**src/pkg/srw_pkg.sv**
```systemverilog
// constants and types shared by the web path router and its flow-control pair detector
package srw_pkg;

    ////////////////////////////////////////////////////////////////////////////////
    // node kinds and link characters
    localparam logic [1:0] NODE_SINGLE = 2'h0;
    localparam logic [1:0] NODE_DUAL = 2'h1;
    localparam logic [1:0] NODE_SWITCH = 2'h2;

    // special character codes, valid only while the special flag is high
    localparam logic [7:0] SYM_FLAG = 8'h01;
    localparam logic [7:0] SYM_ACK = 8'h02;
    localparam logic [7:0] SYM_BUF_FREE = 8'h03;
    localparam logic [7:0] SYM_ABORT = 8'h04;

    ////////////////////////////////////////////////////////////////////////////////
    // hop byte and channel fields
    localparam int HOP_EXT_BIT = 7;
    localparam logic [7:0] HOP_LOCAL = 8'h00;
    localparam logic [7:0] HOP_EXT_ONLY = 8'h80;
    localparam logic [7:0] CHAN_BAD_FIRST = 8'h80;
    localparam int CHAN_EXT_BIT = 7;
    localparam logic [13:0] CHAN_SERVICE = 14'h0000;

    localparam logic [6:0] PORT_ONE = 7'h01;
    localparam logic [6:0] PORT_TWO = 7'h02;
    localparam logic [6:0] SW_PORTS_MIN = 7'h04;
    localparam logic [6:0] SW_PORTS_MAX = 7'h7e;

    localparam logic [3:0] FAULT_NONE = 4'h0;
    localparam logic [3:0] FAULT_BAD_ROUTE = 4'h9;

    ////////////////////////////////////////////////////////////////////////////////
    // frame check and cut-through queue
    localparam logic [31:0] CRC_POLY = 32'h04c11db7;
    localparam logic [31:0] CRC_PRESET = 32'hffffffff;
    localparam int Q_DEPTH = 8;
    localparam logic [3:0] Q_FULL = 4'h8;
    localparam logic [3:0] CRC_LAG = 4'h4;
    localparam logic [2:0] CRC_BYTES = 3'h4;

    typedef enum logic [1:0] {
        ACT_ACCEPT = 2'h0,
        ACT_FWD = 2'h1,
        ACT_REJECT = 2'h2,
        ACT_DROP = 2'h3
    } srw_act_t;

    typedef struct packed {
        srw_act_t act;
        logic [7:0] hop;
        logic [6:0] port;
        logic del;
    } srw_route_t;

    typedef enum logic [6:0] {
        S_IDLE = 7'h01,
        S_HOP = 7'h02,
        S_CH1 = 7'h04,
        S_CH2 = 7'h08,
        S_BODY = 7'h10,
        S_DROP = 7'h20,
        S_TAIL = 7'h40
    } srw_state_t;

    typedef enum logic [1:0] {
        PK_NONE = 2'h0,
        PK_ACK = 2'h1,
        PK_BF = 2'h2
    } srw_pair_t;

endpackage

```
**src/hw/srw_router.sv**
```systemverilog
// web path router: hop byte routing, channel decode, cut-through forwarding, pair insertion
// How it works
// - single-port node accepts only hop byte zero, then decodes the channel.
// - single-port node rejects nonzero hop byte with bad-route error recovery.
// - single-port node reports link number one.
// - two-port node accepts zero, else decrements count and forwards out other port.
// - two-port node rejects flag-set zero-count byte with bad-route recovery.
// - two-port node reports link one or two for the port concerned.
// - switch has an even port count between 4 and 126.
// - switch accepts hop byte zero from any port and decodes the channel.
// - count within port count: send out that port and delete the hop byte.
// - count above port count: use paired port, subtract ports plus one, keep byte.
// - switch rejects 80h, clear flag within range, or count equal to input port.
// - switch ports are numbered from one for routing and reporting.
// - channels 0-127 use one byte, 128-16383 use two bytes.
// - first channel byte 80h or malformed channel gives bad-route recovery.
// - flow-control indications go out as two consecutive like symbols.
// - act on a pair only when both halves arrive back to back.
// - flow control is per link; pair symbols are never forwarded.
// - outgoing pairs may interleave into a frame and take priority.
// - inbound error after forwarding began sends frame-kill then delimiter.
// - regenerate frame check when forwarding; outcomes only after check passes.
// - channel zero is always there for service messages.
`timescale 1ns/1ps
module srw_router (
    input wire logic sys_clk_i,
    input wire logic rst_n_i,
    input wire logic [1:0] node_kind_i,
    input wire logic [6:0] port_count_i,
    input wire logic [6:0] in_port_i,
    input wire logic rx_valid_i,
    input wire logic rx_special_i,
    input wire logic [7:0] rx_data_i,
    input wire logic rx_err_i,
    input wire logic crc_ok_i,
    input wire logic send_ack_i,
    input wire logic send_buf_free_i,
    input wire logic out_ready_i,
    output logic out_valid_o,
    output logic out_special_o,
    output logic [7:0] out_data_o,
    output logic pair_sent_o,
    output logic fwd_active_o,
    output logic [6:0] fwd_port_o,
    output logic frame_accept_o,
    output logic [13:0] chan_num_o,
    output logic service_message_o,
    output logic frame_reject_o,
    output logic link_error_recovery_o,
    output logic [3:0] fault_code_o,
    output logic [6:0] report_port_o,
    output logic config_bad_o,
    output logic ack_pair_o,
    output logic buf_free_pair_o,
    output logic pair_error_o
);

    typedef struct packed {
        srw_pkg::srw_state_t st;
        srw_pkg::srw_act_t act;
        logic [7:0][7:0] q;
        logic [3:0] q_cnt;
        logic [31:0] crc;
        logic [2:0] tail_idx;
        logic popped;
        logic kill;
        logic kill_ph;
        logic pend_ack;
        logic pend_bf;
        logic pair_sec;
        logic pair_sent;
        logic out_valid;
        logic out_special;
        logic [7:0] out_data;
        logic [6:0] chan_hi;
        logic [13:0] chan;
        logic svc;
        logic accept;
        logic reject;
        logic [3:0] fault;
        logic [6:0] rep_port;
        logic fwd_active;
        logic [6:0] fwd_port;
    } srw_rt_state_t;

    srw_rt_state_t s_r;
    srw_rt_state_t s_nxt;
    logic cfg_ok;

    ////////////////////////////////////////////////////////////////////////////////
    function automatic srw_pkg::srw_route_t route_hop(input logic [1:0] kind,
            input logic [6:0] ports, input logic [6:0] inp, input logic ok,
            input logic [7:0] hop);
        srw_pkg::srw_route_t r;
        logic [6:0] idx;
        logic ext;
        idx = hop[6:0];
        ext = hop[srw_pkg::HOP_EXT_BIT];
        r.act = srw_pkg::ACT_REJECT;
        r.hop = hop;
        r.port = inp;
        r.del = 1'b0;
        if (hop == srw_pkg::HOP_LOCAL) begin
            r.act = srw_pkg::ACT_ACCEPT;
        end else if (kind == srw_pkg::NODE_DUAL && idx != 7'h00) begin
            r.act = srw_pkg::ACT_FWD;
            r.hop = {ext, idx - 7'h01};
            r.port = (inp == srw_pkg::PORT_ONE) ? srw_pkg::PORT_TWO : srw_pkg::PORT_ONE;
        end else if (kind == srw_pkg::NODE_SWITCH && ok) begin
            if (idx > ports) begin
                r.act = srw_pkg::ACT_FWD;
                r.hop = {ext, idx - ports - 7'h01};
                r.port = inp[0] ? inp + 7'h01 : inp - 7'h01;
            end else if (!(idx == inp || !ext || hop == srw_pkg::HOP_EXT_ONLY)) begin
                r.act = srw_pkg::ACT_FWD;
                r.del = 1'b1;
                r.port = idx;
            end
        end
        return r;
    endfunction

    function automatic logic [31:0] crc_next(input logic [31:0] c, input logic [7:0] d);
        logic [31:0] r;
        r = c;
        for (int i = 7; i >= 0; i--) begin
            if (r[31] ^ d[i]) begin
                r = {r[30:0], 1'b0} ^ srw_pkg::CRC_POLY;
            end else begin
                r = {r[30:0], 1'b0};
            end
        end
        return r;
    endfunction

    // an out-of-range or odd switch port count rejects every non-local route
    assign cfg_ok = port_count_i >= srw_pkg::SW_PORTS_MIN
        && port_count_i <= srw_pkg::SW_PORTS_MAX && !port_count_i[0];

    ////////////////////////////////////////////////////////////////////////////////
    always_comb begin
        srw_pkg::srw_route_t rt;
        logic [31:0] crc_inv;
        logic is_flag;
        logic is_kill;
        logic fin;
        srw_pkg::srw_act_t fin_act;
        rt = route_hop(node_kind_i, port_count_i, in_port_i, cfg_ok, rx_data_i);
        crc_inv = ~s_r.crc;
        is_flag = rx_valid_i && rx_special_i && rx_data_i == srw_pkg::SYM_FLAG;
        is_kill = rx_err_i || (rx_valid_i && rx_special_i && rx_data_i == srw_pkg::SYM_ABORT);
        fin = 1'b0;
        fin_act = srw_pkg::ACT_REJECT;
        s_nxt = s_r;
        s_nxt.accept = 1'b0;
        s_nxt.reject = 1'b0;
        s_nxt.pair_sent = 1'b0;

        // outbound character slot
        if (out_ready_i) begin
            s_nxt.out_valid = 1'b0;
            s_nxt.out_special = 1'b0;
            s_nxt.out_data = 8'h00;
            if (s_r.pair_sec) begin
                s_nxt.out_valid = 1'b1;
                s_nxt.out_special = 1'b1;
                s_nxt.out_data = s_r.out_data;
                s_nxt.pair_sec = 1'b0;
                s_nxt.pair_sent = 1'b1;
            end else if (s_r.kill) begin
                s_nxt.out_valid = 1'b1;
                s_nxt.out_special = 1'b1;
                s_nxt.out_data = s_r.kill_ph ? srw_pkg::SYM_FLAG : srw_pkg::SYM_ABORT;
                s_nxt.kill_ph = !s_r.kill_ph;
                s_nxt.kill = !s_r.kill_ph;
            end else if (s_r.pend_ack || s_r.pend_bf) begin
                // the pair jumps ahead of queued frame characters
                s_nxt.out_valid = 1'b1;
                s_nxt.out_special = 1'b1;
                s_nxt.out_data = s_r.pend_ack ? srw_pkg::SYM_ACK : srw_pkg::SYM_BUF_FREE;
                s_nxt.pend_ack = 1'b0;
                s_nxt.pend_bf = s_r.pend_ack ? s_r.pend_bf : 1'b0;
                s_nxt.pair_sec = 1'b1;
            end else if ((s_r.st == srw_pkg::S_BODY || s_r.st == srw_pkg::S_TAIL)
                    && s_r.q_cnt > srw_pkg::CRC_LAG) begin
                // the last four held back may be the inbound check bytes
                s_nxt.out_valid = 1'b1;
                s_nxt.out_data = s_r.q[0];
                s_nxt.crc = crc_next(s_r.crc, s_r.q[0]);
                s_nxt.popped = 1'b1;
                for (int i = 0; i < srw_pkg::Q_DEPTH - 1; i++) begin
                    s_nxt.q[i] = s_r.q[i + 1];
                end
                s_nxt.q_cnt = s_r.q_cnt - 4'h1;
            end else if (s_r.st == srw_pkg::S_TAIL) begin
                s_nxt.out_valid = 1'b1;
                if (s_r.tail_idx < srw_pkg::CRC_BYTES) begin
                    s_nxt.out_data = crc_inv[5'd31 - {s_r.tail_idx[1:0], 3'b000} -: 8];
                    s_nxt.tail_idx = s_r.tail_idx + 3'h1;
                end else begin
                    s_nxt.out_special = 1'b1;
                    s_nxt.out_data = srw_pkg::SYM_FLAG;
                    s_nxt.st = srw_pkg::S_IDLE;
                    s_nxt.q_cnt = 4'h0;
                    s_nxt.fwd_active = 1'b0;
                end
            end
        end
        // a request in the same cycle as the send of the previous pair is kept
        s_nxt.pend_ack = s_nxt.pend_ack | send_ack_i;
        s_nxt.pend_bf = s_nxt.pend_bf | send_buf_free_i;

        // inbound frame parse; pair symbols are left to the pair detector
        if (is_kill && s_r.st != srw_pkg::S_IDLE && s_r.st != srw_pkg::S_TAIL) begin
            if (s_r.st == srw_pkg::S_BODY && s_r.popped) begin
                s_nxt.kill = 1'b1;
                s_nxt.kill_ph = 1'b0;
            end
            s_nxt.st = srw_pkg::S_DROP;
            s_nxt.act = srw_pkg::ACT_DROP;
            s_nxt.q_cnt = 4'h0;
            s_nxt.fwd_active = 1'b0;
        end else if (is_flag) begin
            unique case (s_r.st)
                srw_pkg::S_HOP, srw_pkg::S_CH1, srw_pkg::S_CH2: begin
                    fin = 1'b1;
                end
                srw_pkg::S_DROP: begin
                    fin = 1'b1;
                    fin_act = s_r.act;
                end
                srw_pkg::S_BODY: begin
                    s_nxt.st = srw_pkg::S_TAIL;
                    s_nxt.tail_idx = 3'h0;
                end
                srw_pkg::S_IDLE, srw_pkg::S_TAIL: begin
                end
            endcase
        end else if (rx_valid_i && !rx_special_i) begin
            unique case (s_r.st)
                srw_pkg::S_IDLE: begin
                    s_nxt.crc = srw_pkg::CRC_PRESET;
                    s_nxt.popped = 1'b0;
                    s_nxt.q[0] = rx_data_i;
                    s_nxt.q_cnt = 4'h1;
                    s_nxt.st = srw_pkg::S_HOP;
                end
                srw_pkg::S_HOP: begin
                    s_nxt.act = rt.act;
                    s_nxt.fwd_port = rt.port;
                    if (rt.act == srw_pkg::ACT_FWD) begin
                        s_nxt.fwd_active = 1'b1;
                        s_nxt.st = srw_pkg::S_BODY;
                        if (!rt.del) begin
                            s_nxt.q[s_nxt.q_cnt[2:0]] = rt.hop;
                            s_nxt.q_cnt = s_nxt.q_cnt + 4'h1;
                        end
                    end else begin
                        s_nxt.q_cnt = 4'h0;
                        s_nxt.st = (rt.act == srw_pkg::ACT_ACCEPT) ? srw_pkg::S_CH1
                            : srw_pkg::S_DROP;
                    end
                end
                srw_pkg::S_CH1: begin
                    s_nxt.st = srw_pkg::S_DROP;
                    s_nxt.chan = {7'h00, rx_data_i[6:0]};
                    s_nxt.chan_hi = rx_data_i[6:0];
                    if (rx_data_i == srw_pkg::CHAN_BAD_FIRST) begin
                        s_nxt.act = srw_pkg::ACT_REJECT;
                    end else if (rx_data_i[srw_pkg::CHAN_EXT_BIT]) begin
                        s_nxt.st = srw_pkg::S_CH2;
                    end
                end
                srw_pkg::S_CH2: begin
                    s_nxt.st = srw_pkg::S_DROP;
                    s_nxt.chan = {s_r.chan_hi, rx_data_i[6:0]};
                    if (rx_data_i[srw_pkg::CHAN_EXT_BIT]) begin
                        s_nxt.act = srw_pkg::ACT_REJECT;
                    end
                end
                srw_pkg::S_BODY: begin
                    if (s_nxt.q_cnt == srw_pkg::Q_FULL) begin
                        // a stalled outbound link overran the cut-through queue
                        s_nxt.kill = s_r.popped;
                        s_nxt.kill_ph = 1'b0;
                        s_nxt.st = srw_pkg::S_DROP;
                        s_nxt.act = srw_pkg::ACT_DROP;
                        s_nxt.q_cnt = 4'h0;
                        s_nxt.fwd_active = 1'b0;
                    end else begin
                        s_nxt.q[s_nxt.q_cnt[2:0]] = rx_data_i;
                        s_nxt.q_cnt = s_nxt.q_cnt + 4'h1;
                    end
                end
                srw_pkg::S_DROP, srw_pkg::S_TAIL: begin
                end
            endcase
        end

        // outcomes are released only for a frame whose check passed
        if (fin) begin
            s_nxt.st = srw_pkg::S_IDLE;
            s_nxt.q_cnt = 4'h0;
            if (crc_ok_i && fin_act != srw_pkg::ACT_DROP) begin
                s_nxt.rep_port = (node_kind_i == srw_pkg::NODE_SINGLE) ? srw_pkg::PORT_ONE
                    : in_port_i;
                if (fin_act == srw_pkg::ACT_ACCEPT) begin
                    s_nxt.accept = 1'b1;
                    s_nxt.svc = (s_r.chan == srw_pkg::CHAN_SERVICE);
                end else begin
                    s_nxt.reject = 1'b1;
                    s_nxt.fault = srw_pkg::FAULT_BAD_ROUTE;
                end
            end
        end
    end

    always_ff @(posedge sys_clk_i or negedge rst_n_i) begin
        if (!rst_n_i) begin
            s_r <= '0;
            s_r.st <= srw_pkg::S_IDLE;
            s_r.crc <= srw_pkg::CRC_PRESET;
        end else begin
            s_r <= s_nxt;
        end
    end

    srw_pair_det u_pair_det (
        .sys_clk_i(sys_clk_i),
        .rst_n_i(rst_n_i),
        .rx_valid_i(rx_valid_i),
        .rx_special_i(rx_special_i),
        .rx_data_i(rx_data_i),
        .ack_pair_o(ack_pair_o),
        .buf_free_pair_o(buf_free_pair_o),
        .pair_error_o(pair_error_o)
    );

    assign out_valid_o = s_r.out_valid;
    assign out_special_o = s_r.out_special;
    assign out_data_o = s_r.out_data;
    assign pair_sent_o = s_r.pair_sent;
    assign fwd_active_o = s_r.fwd_active;
    assign fwd_port_o = s_r.fwd_port;
    assign frame_accept_o = s_r.accept;
    assign chan_num_o = s_r.chan;
    assign service_message_o = s_r.svc;
    assign frame_reject_o = s_r.reject;
    assign link_error_recovery_o = s_r.reject;
    assign fault_code_o = s_r.fault;
    assign report_port_o = s_r.rep_port;
    assign config_bad_o = (node_kind_i == srw_pkg::NODE_SWITCH) && !cfg_ok;
endmodule

```
**src/hw/srw_pair_det.sv**
```systemverilog
// receive-side detector for acknowledge and buffer-free character pairs
`timescale 1ns/1ps
module srw_pair_det (
    input wire logic sys_clk_i,
    input wire logic rst_n_i,
    input wire logic rx_valid_i,
    input wire logic rx_special_i,
    input wire logic [7:0] rx_data_i,
    output logic ack_pair_o,
    output logic buf_free_pair_o,
    output logic pair_error_o
);

    typedef struct packed {
        srw_pkg::srw_pair_t held;
        logic ack;
        logic bf;
        logic err;
    } srw_pd_state_t;

    srw_pd_state_t s_r;
    srw_pd_state_t s_nxt;

    ////////////////////////////////////////////////////////////////////////////////
    always_comb begin
        srw_pkg::srw_pair_t kind;
        kind = srw_pkg::PK_NONE;
        s_nxt = s_r;
        s_nxt.ack = 1'b0;
        s_nxt.bf = 1'b0;
        s_nxt.err = 1'b0;
        if (rx_valid_i) begin
            if (rx_special_i && rx_data_i == srw_pkg::SYM_ACK) begin
                kind = srw_pkg::PK_ACK;
            end else if (rx_special_i && rx_data_i == srw_pkg::SYM_BUF_FREE) begin
                kind = srw_pkg::PK_BF;
            end
            // any other character between the two halves breaks the pair
            if (kind != srw_pkg::PK_NONE && kind == s_r.held) begin
                s_nxt.ack = (kind == srw_pkg::PK_ACK);
                s_nxt.bf = (kind == srw_pkg::PK_BF);
                s_nxt.held = srw_pkg::PK_NONE;
            end else begin
                s_nxt.err = (s_r.held != srw_pkg::PK_NONE);
                s_nxt.held = kind;
            end
        end
    end

    always_ff @(posedge sys_clk_i or negedge rst_n_i) begin
        if (!rst_n_i) begin
            s_r <= '0;
        end else begin
            s_r <= s_nxt;
        end
    end

    assign ack_pair_o = s_r.ack;
    assign buf_free_pair_o = s_r.bf;
    assign pair_error_o = s_r.err;
endmodule

```
**config.mk**
```make
export PLATFORM = sky130hd
export DESIGN_NAME = srw_router
export DESIGN_NICKNAME = d
export VERILOG_FILES = /design/src/pkg/srw_pkg.sv /design/src/hw/srw_router.sv /design/src/hw/srw_pair_det.sv
export SDC_FILE = /design/constraint.sdc
export NUM_CORES = 1
export LEC_CHECK = 0
export BUFFER_PORTS_ARGS = -buffer_cell sky130_fd_sc_hd__buf_2
export CORE_MARGIN = 3
export CORE_UTILIZATION = 40
export DETAILED_ROUTE_END_ITERATION = 12
export PLACE_DENSITY_LB_ADDON = 0.3
export SYNTH_ARGS = -nofsm -noshare
export SYNTH_HDL_FRONTEND = slang
export SYNTH_SLANG_ARGS = --single-unit
```
**constraint.sdc**
```tcl
create_clock -name sys_clk_i -period 3.8 [get_ports sys_clk_i]
set_input_delay 0.76 -clock sys_clk_i [delete_from_list [all_inputs] [get_ports sys_clk_i]]
set_output_delay 0.76 -clock sys_clk_i [all_outputs]
set_load 0.005 [all_outputs]
```
## Word level (Yosys, flattened, before mapping)

Cells that the tools add are included.

- Output and inout port bits: 52
- Latch bits: 0
- Memory bits (writable): 0
- Input bits: 33
- Flip-flop bits (word level): 174
- Memories: 0
- Memory bits (read-only): 0

- Multipliers: 0
- Reduce and logical (&&, ||, !) cells: 50
- Add/sub/neg operators: 9
- Divide/modulo/power cells: 0
- Muxes and demuxes: 171
- Bitwise logic cells: 23
- Magnitude comparators: 7
- Equality and inequality tests: 31
- Shift operators: 1

Operators by type and width:

| cell | number |
|---|---|
| two-way mux 32 bit | 37 |
| two-way mux 68 bit | 6 |
| two-way mux 27 bit | 8 |
| two-way mux 96 bit | 2 |
| bitwise mux 64 bit | 2 |
| two-way mux 64 bit | 2 |
| two-way mux 112 bit | 1 |
| two-way mux 56 bit | 2 |
| two-way mux 7 bit | 16 |
| inverter 14 bit | 8 |
| one-hot mux 56 bit (2 select lines) | 1 |
| two-way mux 109 bit | 1 |
| two-way mux 102 bit | 1 |
| two-way mux 100 bit | 1 |
| two-way mux 8 bit | 6 |
| two-way mux 10 bit | 4 |
| variable part select 39 x 6 -> 8 bit | 1 |
| two-way mux 2 bit | 19 |
| two-way mux 36 bit | 1 |
| one-hot mux 12 bit (3 select lines) | 1 |
| one-hot mux 7 bit (5 select lines) | 1 |
| two-way mux 3 bit | 11 |
| inverter 32 bit | 1 |
| two-way mux 4 bit | 7 |
| other kinds (67) | 152 |

## Logic depth before layout (Yosys ltp)

Gate-level depths: netlist (run 1).

- Word-level depth: 74
- Gate-level depth with buffers: 15
- Gate-level depth less buffers: 13

## Cells and area by module

Synthesis (run 1) repeated with hierarchy kept, for this count alone.

- Cell total of the unflattened synthesis: 1,250
- Area, all modules: 11,609.9 µm²

Modules (own cells, without submodules):

| module | instances | area an instance (µm²) | cells each |
|---|---|---|---|
| srw_router | 1 | 11,370.9 | 1,230 |
| srw_pair_det | 1 | 239.0 | 20 |

## Least setup slack after synthesis (run 1)

OpenSTA, ideal clock, no wires.

- Path kind: input to register
- Start point: input port out_ready_i
- End point: register s_r[158] (netlist bit)
- Arrival: 3.794 ns
- Required time: 3.675 ns
- Slack: -0.119 ns
- Cell stages on the path: 14
- Buffers on the path: 3
- Library setup time: 0.125 ns
- Cell sequence: nor2b_1 > buf_2 > nand4_4 > or2_2 > clkbuf_1 > buf_2 > nor2_1 > a21oi_1 > ha_1 > o311ai_4 > a221oi_2 > o22ai_1 > a311oi_4 > mux2_4

- Longest elaborated chain between the ends: 14

Ends and longest elaborated chain:

| item | line | RTL |
|---|---|---|
| from (decl) | srw_router.sv:38 | `input wire logic out_ready_i,` |
| two-way mux 112 bit * | srw_router.sv:160 | `if (out_ready_i) begin` |
| less-than comparator 3 x 4 -> 1 bit (not written as such) / greater-or-equal comparator 3 x 1 -> 1 bit (equally long branches) | srw_router.sv:255, srw_router.sv:291 |  |
| logical AND 1 bit (not written as such) | srw_router.sv:255, srw_router.sv:291 |  |
| two-way mux 8 bit (not written as such) | srw_router.sv:255, srw_router.sv:291 |  |
| demux 8 bit (select 3 bit) | srw_router.sv:255, srw_router.sv:291 |  |
| bitwise mux 64 bit | srw_router.sv:255 | `s_nxt.q[s_nxt.q_cnt[2:0]] = rt.hop;` |
| two-way mux 68 bit | srw_router.sv:254 | `if (!rt.del) begin` |
| two-way mux 68 bit | srw_router.sv:251 | `if (rt.act == srw_pkg::ACT_FWD) begin` |
| two-way mux 68 bit | srw_router.sv:240 | `unique case (s_r.st)` |
| two-way mux 68 bit | srw_router.sv:239 | `end else if (rx_valid_i && !rx_special_i) begin` |
| two-way mux 68 bit | srw_router.sv:223 | `end else if (is_flag) begin` |
| two-way mux 68 bit | srw_router.sv:214 | `if (is_kill && s_r.st != srw_pkg::S_IDLE && s_r.st != srw_pkg::S_TAIL) begin` |
| two-way mux 64 bit | srw_router.sv:251 |  |
| one-hot mux 56 bit (2 select lines) | srw_router.sv:240 |  |
| to (signal assigned) | srw_router.sv:324 | `s_r <= s_nxt;` |
| to (decl) | srw_router.sv:86 | `srw_rt_state_t s_r;` |

Every way passes the cells marked *; elsewhere a longest branch is shown, timed or not. The select of a mux whose other input is x is not followed.
A chain may end at the register's enable or synchronous reset.

## Final worst setup path (run 1)

- Start point: register s_r[96] (netlist bit)
- End point: register s_r[162] (netlist bit)

- Longest elaborated chain between the ends: 20

Ends and longest elaborated chain:

| item | line | RTL |
|---|---|---|
| greater-than comparator 4 x 3 -> 1 bit / two-way mux 4 bit (equally long branches) | srw_router.sv:185, srw_router.sv:197 |  |
| logical AND 1 bit / two-way mux 4 bit (equally long branches) | srw_router.sv:185, srw_router.sv:195 |  |
| two-way mux 4 bit | srw_router.sv:184 | `end else if ((s_r.st == srw_pkg::S_BODY \|\| s_r.st == srw_pkg::S_TAIL)` |
| two-way mux 96 bit | srw_router.sv:176 | `end else if (s_r.pend_ack \|\| s_r.pend_bf) begin` |
| two-way mux 96 bit | srw_router.sv:170 | `end else if (s_r.kill) begin` |
| two-way mux 100 bit | srw_router.sv:164 | `if (s_r.pair_sec) begin` |
| two-way mux 112 bit * | srw_router.sv:160 |  |
| less-than comparator 3 x 4 -> 1 bit (not written as such) / greater-or-equal comparator 3 x 1 -> 1 bit (equally long branches) | srw_router.sv:255, srw_router.sv:291 |  |
| (+4 left out) | - |  |
| two-way mux 68 bit | srw_router.sv:254 |  |
| two-way mux 68 bit | srw_router.sv:251 |  |
| two-way mux 68 bit | srw_router.sv:240 |  |
| two-way mux 68 bit | srw_router.sv:239 |  |
| two-way mux 68 bit | srw_router.sv:223 |  |
| two-way mux 68 bit | srw_router.sv:214 |  |
| two-way mux 64 bit | srw_router.sv:251 |  |
| one-hot mux 56 bit (2 select lines) | srw_router.sv:240 |  |

Marked as above.

==> flow_summary.yaml, run 1 <==
status:
  status: "complete, no violations"
power:
  swShare_pct: 28.4
  p_int_mw: 2.93
  power.density_nw_per_um2: 322
  total_leakage_power_nw: 5.54
  pwr-share-clk_pct: 42.2
  seqPwrFrac_pct: 46.2
  p_sw_mw: 1.17
  pwr-share-comb_pct: 11.6
  vdd_ir_drop_max_mv: 0.285
worst_setup_path:
  worstReg2RegStart: "s_r[96]$_DFF_PN0_"
  end_kind: "register"
  critPathLaunchType: "register"
  cp-startpoint: "s_r[96]$_DFF_PN0_"
  cp_data_arrival_time_ns: 3.92
  crit_type: "register to register"
  required_ns: 4.15
  cp_max_fo: 10
synthesis:
  synth_area_sq_um: 11300
  synth.avg_cell_area_sq_um: 9.23
  netlist.area_leader.share_pct: 31.1
  yosys.area.top_type: "dfrtp_1"
  async_reset_ff_share_pct: 100
  yosysSeqAreaShare_pct: 38.8
  ys_warn_count: 0
  syn_inst: 1228
  yosys_register_bits: 174
  synth_edf_count: 0
  yosysUniqueCellTypes: 89
  ys_top_cells_by_area: "dfrtp_1 (31%), dfstp_2 (7.7%), mux2i_1 (4.8%), xnor2_1 (4.7%), nand2_1 (4.5%)"
  synthTopCellsByCount: "dfrtp_1 (141), nand2_1 (135), o21ai_0 (75)"
  synth_flop_cell: "dfrtp_1"
  synth.most_common_cell: "dfrtp_1"
worst_hold_path:
  hp-class: "input pin to async pin"
timing:
  drv_slew: 0
  rsz0062_at_grt: "no"
  hold_viol_final: 0
  finalSetupTns_ns: 0
  relSlewSlack_pct: 19.4
  worst_clock_skew_ns: 0.00783
  hold_ws_ns: 0.358
  period_needed_ns: 3.56
  finalSetupViolCount: 0
  tightest_slew_ns: 1.20
  period_share_pct: 93.8
  max_freq_ghz: 0.281
clock_network:
  cts.sinks: 174
  postCtsHoldBufs: 0
  numCtsBuffers: 17
  clkLatencyLatePin_ns: 0.44
  clk_path_buf_depth: 2
  cts_max_level: 4
  postCtsResizedCells: 0
  cts_tree: "yes"
  clockRootBuffer: "clkbuf_16"
  cts_setup_buffers: 0
  path_clk_slew_ns: 0.07
final_layout:
  multi_input_area_sq_um: 6250
  final_area_sq_um: 12700
  diodes: 0
  area_delta_synth_final_pct: 12.5
  seqCellArea_sq_um: 4400
  n_fill_cell: 2585
  drive_above_1_share_pct: 21.0
  nets: 1345
run:
  maxCapViolations: 0
floorplan:
  dieHeight_um: 174
  die_w_um: 174
  start_util_pct: 41.3
  rows: 60
  num_io_pins: 85
  core_area_sq_um: 27400
  die-area_sq_um: 30400
routing:
  final_antenna_net_count: 0
  drt-total-wl_um: 34900
  drc_errors: 0
  drtIter0Drc: 1121
  routedWlPerCell_um: 20.8
  viasPerCell: 5.99
  firstDrtPassIters: 6
  route.vias.total: 10000
place:
  dpl_cell_area_sq_um: 12200
  gp_congestion: 0.959
  hpwlAfterDp_um: 25900
  port-buffer-count: 82
global_route:
  grt_pass1_wl_um: 55700
  grt_antenna_before_repair: 1
  grt_max_degree: 94
  grt_pass1_vias: 9668
  grt_usage_pct: 23.0
  grt_overflow: 0
[area by class of cell]
| type | instances | area share (%) |
|---|---|---|
| multi-input combinational | 918 | 49.1 |
| sequential | 174 | 34.5 |
| timing repair buffer | 151 | 7.43 |
| tap | 372 | 3.65 |
| clock buffer | 18 | 3.45 |
| clock inverter | 14 | 1.00 |
| inverter | 31 | 0.913 |
[cell families (layout without fill, tap and decap cells)]
group / count (synthesis) / after routing / share of synthesized area (%)
XOR/XNOR: 89 / 89 / 6.88
buffers and inverters: 137 / 214 / 6.28
flip-flops: 174 / 174 / 38.8
AO/OA/AOI/OAI: 360 / 360 / 21.3
AND/OR/NAND/NOR: 370 / 370 / 16.5
multiplexers: 78 / 78 / 7.99
adder cells (fa/ha/maj): 19 / 19 / 2.16
other: 1 / 2 / 0.0331
[cell usage in the layout (no fill, tap or decap), drive strengths merged, types with 10 or more instances in the layout]
cell type  count
buf          151
dfrtp        141
nand2        136
o21ai         78
nor2          72
a21oi         69
xnor2         61
mux2i         54
o22ai         41
inv           40
o211ai        38
dfstp         33
xor2          28
nand3         24
a31oi         19
ha            18
clkbuf        18
nor3          17
mux2          16
nor2b         15
nand2b        15
nand4         15
and3          13
o31ai         11
nor4          11
o221ai        10
[worst paths after layout]
check | to | slack, ns | cells past startpoint
worst max-delay path | s_r[162]$_DFFE_PN0P_ | 0.24 | 14
worst min-delay path | s_r[60]$_DFF_PN0_ | 0.36 | 1
worst max register to register | s_r[162]$_DFFE_PN0P_ | 0.24 | 14
worst min register to register | report_port_o[2]$_DFFE_PN0P_ | 0.48 | 2
max in group asynchronous | s_r[93]$_DFF_PN1_ | 2.52 | 2
min in group sys_clk_i | report_port_o[2]$_DFFE_PN0P_ | 0.48 | 2
[stage by stage]
| stage | instances | total power [mW] | utilization [%] | setup slack (ns) |
|---|---|---|---|---|
| finish | 1678 | 4.10 | 46.5 | 0.237 |
| global route | 1678 | 4.26 | 46.5 | 0.0425 |
| CTS | 1678 | 4.12 | 46.5 | 0.276 |
| detailed placement | 1646 | 2.39 | 44.4 | 0.194 |
| global placement | 1646 | 2.39 | 44.4 | 0.267 |
| floorplan | 1229 | 2.21 | - | 0.0586 |
[registers in the layout, indices dropped and copies added, names as in the netlist]
name                        flops
chan_num_o                     14
fault_code_o                    1
frame_accept_o                  1
frame_reject_o                  1
fwd_active_o                    1
fwd_port_o                      7
out_data_o                      8
out_special_o                   1
out_valid_o                     1
pair_sent_o                     1
report_port_o                   7
s_r                           125
service_message_o               1
u_pair_det.ack_pair_o           1
u_pair_det.buf_free_pair_o      1
u_pair_det.pair_error_o         1
u_pair_det.s_r                  2
[layer usage]
layer  global-route usage [%]  up-vias  part of all wire (%)
met5                        0        -                     0
met4                     5.26        0                   1.7
met3                     4.78       47                   7.3
met2                     35.0      428                    45
met1                     33.6     4977                    46
li1                         -     4591                     -
[power by group through the flow]
| stage | Clock [mW] | Sequential (mW) | Combinational [mW] |
|---|---|---|---|
| after floorplan | 0 | 1.92 | 0.294 |
| after global placement | 0 | 1.93 | 0.466 |
| after detailed placement | 0 | 1.93 | 0.469 |
| after CTS | 1.76 | 1.89 | 0.473 |
| after global routing | 1.84 | 1.89 | 0.525 |
| final | 1.73 | 1.89 | 0.477 |
[worst max-delay path: stages (launching register included)]
cell,delay (ns)
dfrtp_1,0.45
inv_1,0.16
ha_1,0.25
nor2b_1,0.10
o21ai_1,0.26
buf_4,0.21
nor3_1,0.07
a21oi_1,0.19
ha_2,0.24
o311ai_4,0.22
a221oi_4,0.28
o22ai_2,0.17
a311oi_4,0.41
buf_4,0.25
mux2i_1,0.21
Power figures use the tool's default switching activity.
==> inputs of run 2 (changes only) <==
--- a/config.mk
+++ b/config.mk
@@ -5,10 +5,12 @@
 export SDC_FILE = /design/constraint.sdc
 export NUM_CORES = 1
 export LEC_CHECK = 0
+export ABC_AREA = 1
 export BUFFER_PORTS_ARGS = -buffer_cell sky130_fd_sc_hd__buf_2
 export CORE_MARGIN = 3
 export CORE_UTILIZATION = 40
 export DETAILED_ROUTE_END_ITERATION = 12
+export GPL_TIMING_DRIVEN = 0
 export PLACE_DENSITY_LB_ADDON = 0.3
 export SYNTH_ARGS = -nofsm -noshare
 export SYNTH_HDL_FRONTEND = slang
==> run 2 against run 1 <==
Compared with the run above: count of clock-buffer cells in the layout is 5 higher; register-to-register slack better by 0.10 ns; routed wire length is 22% higher; worst setup slack gained 0.038 ns; sequential cell count unchanged; critical path depth grew 2; die area rose by 9.1%; critical path type is now input pin to register; highest routed layer unchanged.
==> flow_summary.yaml, run 2 <==
global_route:
  grt_busiest_layer: "met2"
  grt_util_met2_pct: 40.1
  use_met3_pct: 4.67
  grt_usage_pct: 25.7
  met1_usage_pct: 36.5
  grt_max_degree: 101
  grt_overflow: 0
  grt_antenna_before_repair: 0
  grt_pass1_vias: 11600
  grt_pass1_wl_um: 66900
clock_network:
  clockRootBuffer: "clkbuf_16"
  cts_tree: "yes"
  numCtsBuffers: 17
  postCtsResizedCells: 0
  cts_setup_buffers: 0
  postCtsHoldBufs: 0
  cts_max_level: 4
  clk_path_buf_depth: 2
  clkLatencyLatePin_ns: 0.45
  cts.sinks: 174
  path_clk_slew_ns: 0.07
final_layout:
  post-route-util_pct: 46.2
  nets: 1902
  layout_common_cells: "nand2_1 (517), inv_1 (189), o21ai_0 (143)"
  n_fill_cell: 3072
  largest_reg_flops: 125
  layout_commonest_cell: "nand2_1"
  area_delta_synth_final_pct: 12.3
  diodes: 0
  drive_above_1_share_pct: 16.9
  largest_register: "s_r"
  final_area_sq_um: 13900
worst_setup_path:
  slowest_delay_ns: 0.33
  critPathLaunchType: "input pin"
  crit_top_cell: "nand2_1"
  cp_cell_sequence: "buf_2 > buf_2 > inv_2 > ha_1 > nand2_1 > nor2_2 > nor2_2 > inv_1 > nor2_1 > nand3_4 > nand2_1 > inv_1 > nand2_1 > o21ai_0 > nand2_1 > nand2_1"
  worstReg2RegStart: "s_r[56]$_DFF_PN0_"
  required_ns: 4.13
  cp_data_arrival_time_ns: 3.86
  worst-path-buf-inv: 5
  cp-startpoint: "rx_data_i[0]"
  crit_type: "input pin to register"
  path_delay_family: "simple AND/OR/NAND/NOR gates"
  critPathSlowestCell: "nand2_1"
  cp_max_fo: 13
  end_kind: "register"
routing:
  viasPerCell: 5.46
  routedWlPerCell_um: 19.0
  drt-total-wl_um: 42700
  drc_errors: 0
  drtIter0Drc: 1319
  firstDrtPassIters: 6
  final_antenna_net_count: 0
  route.vias.total: 12300
power:
  total_leakage_power_nw: 7.34
  swShare_pct: 29.8
  pwr-share-clk_pct: 39.5
  vdd_ir_drop_max_mv: 0.284
  seqPwrFrac_pct: 43.2
  power.total_mw: 4.59
  pwr-share-comb_pct: 17.3
  power.density_nw_per_um2: 330
  p_sw_mw: 1.37
  p_int_mw: 3.22
synthesis:
  synth.most_common_cell: "nand2_1"
  yosys.area.top_type: "dfrtp_1"
  ys_warn_count: 0
  synth.avg_cell_area_sq_um: 7.09
  synth_area_sq_um: 12400
  synth_flop_cell: "dfrtp_1"
  synth_edf_count: 0
  synthTopCellsByCount: "nand2_1 (517), inv_1 (189), o21ai_0 (143)"
  yosys_register_bits: 174
  yosysUniqueCellTypes: 59
  ys_top_cells_by_area: "dfrtp_1 (28%), nand2_1 (16%), dfstp_2 (7.0%), o21ai_0 (5.8%), inv_1 (5.7%)"
  async_reset_ff_share_pct: 100
  netlist.area_leader.share_pct: 28.5
  yosysSeqAreaShare_pct: 35.5
  syn_inst: 1749
status:
  status: "complete, no violations"
timing:
  period_share_pct: 92.8
  rsz0062_at_grt: "no"
  worst_clock_skew_ns: 0.0151
  hold_ws_ns: 0.286
  finalSetupTns_ns: 0
  max_freq_ghz: 0.284
  relSlewSlack_pct: 48.0
  drv_slew: 0
  finalSetupViolCount: 0
  period_needed_ns: 3.53
  hold_viol_final: 0
  tightest_slew_ns: 0.778
place:
  port-buffer-count: 80
  hpwlAfterDp_um: 32000
  gp_congestion: 0.983
  dpl_cell_area_sq_um: 13300
floorplan:
  die_w_um: 182
  dieHeight_um: 182
  die-area_sq_um: 33100
  rows: 63
  num_io_pins: 85
  start_util_pct: 41.2
  core_area_sq_um: 30100
run:
  maxCapViolations: 0
worst_hold_path:
  hp-class: "input pin to async pin"
## run 2: cell types whose count changed in the layout (fill, tap and decap cells not counted), moves of 19 or more
cell / before / now
nand2_1: 135 / 517
nor2_1: 70 / 110
mux2i_1: 54 / 19
inv_1: 31 / 189
buf_4: 68 / 42
a21oi_1: 68 / 87
o21ai_0: 75 / 143
buf_2: 81 / 105
clkbuf_1: 0 / 30
nand3_1: 24 / 86
xnor2_1: 61 / 31
o22ai_1: 40 / 10
## run 2: final timing paths
path | slack, ns | endpoint | cells after the start
setup reg to reg | 0.34 | s_r[154]$_DFF_PN0_ | 15
max in group asynchronous | 2.56 | s_r[115]$_DFF_PN0_ | 2
hold / removal | 0.29 | chan_num_o[11]$_DFFE_PN0P_ | 1
min in group sys_clk_i | 0.46 | pair_sent_o$_DFF_PN0_ | 2
setup / recovery | 0.27 | s_r[129]$_DFF_PN0_ | 16
hold reg to reg | 0.46 | pair_sent_o$_DFF_PN0_ | 2
## run 2: layout make-up
type                    count  area [sq um]  share of cell area, %
well taps                 390           488                   3.51
clock inverters             9          93.8                  0.674
clock buffers              23           500                   3.60
inverters                 208           786                   5.65
flip-flops and latches    174          4400                   31.6
multi-input cells        1270          6650                   47.8
plain buffers              98           566                   4.06
repair buffers             81           438                   3.15
## run 2: layer usage
layer  share of wire [%]  wire length [um]  vias to the layer above
met4                 2.5              1080                        0
li1                    -                 -                     5821
met5                   0                 0                        -
met3                 7.7              3290                       67
met2                  45             19000                      555
met1                  45             19300                     5863
## run 2: logic make-up after synthesis
group | after synthesis | share of synthesized area, %
AND/OR/NAND/NOR | 823 | 29.0
AO/OA/AOI/OAI | 329 | 15.2
buffers and inverters | 306 | 10.9
flip-flops | 174 | 35.5
XOR/XNOR | 78 | 5.85
adder cells (fa/ha/maj) | 19 | 1.98
multiplexers | 19 | 1.53
other | 1 | 0.0303
## run 2: power by group through the flow
stage / Combinational [mW] / Sequential, mW / Clock [mW]
6_report: 0.795 / 1.98 / 1.81
5_1_grt: 0.882 / 1.99 / 1.92
4_1_cts: 0.786 / 1.98 / 1.83
3_5_place_dp: 0.780 / 2.01 / 0
3_3_place_gp: 0.762 / 2.01 / 0
2_1_floorplan: 0.534 / 2.00 / 0
## run 2: stage by stage
step | setup slack, ns | std cells
after CTS | 0.390 | 2253
after global placement | -0.961 | 2220
after detailed placement | -0.0516 | 2221
after floorplan | 1.01 | 1750
final | 0.275 | 2253
after global routing | 0.118 | 2253
==> inputs of run 3 (changes only) <==
--- a/config.mk
+++ b/config.mk
@@ -5,7 +5,6 @@
 export SDC_FILE = /design/constraint.sdc
 export NUM_CORES = 1
 export LEC_CHECK = 0
-export ABC_AREA = 1
 export BUFFER_PORTS_ARGS = -buffer_cell sky130_fd_sc_hd__buf_2
 export CORE_MARGIN = 3
 export CORE_UTILIZATION = 40
==> run 3 against run 2 <==
Compared with the run above: register-to-register slack got worse by 0.19 ns; combinational power fell by 40%; via count down 16%; core utilization up 1.5 points; routed wire length down 17%; fmax shrank 3.4%; final cell count shrank 23%; power decreased by 12%; first-iteration DRC count decreased by 11%; worst setup slack worse by 0.12 ns.
==> flow_summary.yaml, run 3 (synthesis gave the netlist of run 1 again) <==
status:
  status: "complete, no violations"
worst_setup_path:
  required_ns: 4.12
  crit_type: "register to register"
  cp-startpoint: "s_r[96]$_DFF_PN0_"
  critPathLaunchType: "register"
  end_kind: "register"
  worstReg2RegStart: "s_r[96]$_DFF_PN0_"
  cp_data_arrival_time_ns: 3.97
  rrSetupSlack_ns: 0.15
  cp_max_fo: 10
timing:
  tightest_slew_ns: 1.11
  worst_clock_skew_ns: 0.0131
  hold_viol_final: 0
  finalSetupTns_ns: 0
  drv_slew: 0
  hold_ws_ns: 0.336
  relSlewSlack_pct: 24.9
  max_freq_ghz: 0.274
  period_needed_ns: 3.65
  finalSetupViolCount: 0
  period_share_pct: 96.0
  setup_ws_ns: 0.152
final_layout:
  area_delta_synth_final_pct: 15.4
  layout_commonest_cell: "dfrtp_1"
  nets: 1395
  layout_common_cells: "dfrtp_1 (140), nand2_1 (135), buf_2 (89)"
  drive_above_1_share_pct: 21.5
  largest_register: "s_r"
  largest_reg_flops: 125
  final_area_sq_um: 13100
  layout.cells.non_filler: 1728
  post-route-util_pct: 47.7
  diodes: 0
place:
  dpl_cell_area_sq_um: 12300
  dp_slack_ns: -0.951
  port-buffer-count: 80
  hpwlAfterDp_um: 25900
  dp.cells: 1682
  gp_congestion: 0.975
routing:
  final_antenna_net_count: 0
  drc_errors: 0
  drtIter0Drc: 1171
  routedWlPerCell_um: 20.6
  viasPerCell: 5.96
  drt-total-wl_um: 35600
  firstDrtPassIters: 6
  route.vias.total: 10300
power:
  seqPwrFrac_pct: 46.7
  p_sw_mw: 1.14
  power.density_nw_per_um2: 310
  p_int_mw: 2.92
  pwr-share-clk_pct: 41.6
  pwr-share-comb_pct: 11.8
  vdd_ir_drop_max_mv: 0.289
  power.total_mw: 4.06
  swShare_pct: 28.0
  total_leakage_power_nw: 5.65
floorplan:
  core_area_sq_um: 27400
  die_w_um: 174
  num_io_pins: 85
  start_util_pct: 41.3
  rows: 60
  die-area_sq_um: 30400
  dieHeight_um: 174
global_route:
  grt_pass1_vias: 9811
  grt_pass1_wl_um: 56100
  grt_antenna_before_repair: 1
  grt_usage_pct: 23.2
  grt_overflow: 0
  grt_max_degree: 100
clock_network:
  cts.sinks: 174
  cts_max_level: 4
  clockRootBuffer: "clkbuf_16"
  clkLatencyLatePin_ns: 0.45
  path_clk_slew_ns: 0.07
  clk_path_buf_depth: 2
  cts_tree: "yes"
  numCtsBuffers: 17
run:
  maxCapViolations: 0
worst_hold_path:
  hp-class: "input pin to async pin"
## run 3: worst max-delay path, cell delays in order, from the launching register on
cell,delay (ns)
dfrtp_2,0.41
inv_1,0.10
ha_1,0.25
nor2b_2,0.17
o21ai_1,0.09
buf_2,0.20
a21o_1,0.21
buf_2,0.21
a21oi_2,0.25
ha_4,0.18
o311ai_4,0.14
a221oi_4,0.32
o22ai_4,0.17
a311oi_4,0.33
buf_12,0.18
mux2_4,0.30
## run 3: repair_timing
action | in CTS | in global routing
setup buffers | 7 | 9
gates resized for setup | 16 | 12
endpoints found under the setup margin | 50 | 41
hold buffers | 0 | 0
pin swaps | 2 | 1
## run 3: area by class of cell
type / count / area (sq um)
multi-input combinational: 918 / 6350
buffer: 104 / 598
timing repair buffer: 97 / 583
tap: 372 / 465
inverter: 31 / 124
sequential: 174 / 4400
clock inverter: 12 / 100
fill: 2574 / 14300
clock buffer: 20 / 447
## run 3: per-layer routing
layer	GRT usage (%)	up-vias	share of wire, %
li1	-	4705	-
met1	33.4	5008	44
met2	33.9	512	43
met3	6.14	81	9.5
met4	7.74	0	2.8
met5	0	-	0
## run 3: final timing paths
check / endpoint / cells after the start
setup / recovery: s_r[158]$_DFFE_PN0P_ / 15
hold / removal: chan_num_o[11]$_DFFE_PN0P_ / 1
setup reg to reg: s_r[158]$_DFFE_PN0P_ / 15
hold reg to reg: report_port_o[6]$_DFFE_PN0P_ / 2
max in group asynchronous: s_r[88]$_DFF_PN1_ / 2
min in group sys_clk_i: report_port_o[6]$_DFFE_PN0P_ / 2
## run 3: power groups by stage
| stage | logic (mW) | clock network, mW | registers [mW] |
|---|---|---|---|
| floorplan | 0.294 | 0 | 1.92 |
| global placement | 0.452 | 0 | 1.93 |
| detailed placement | 0.459 | 0 | 1.93 |
| CTS | 0.468 | 1.72 | 1.89 |
| global route | 0.521 | 1.79 | 1.90 |
| finish | 0.477 | 1.69 | 1.89 |
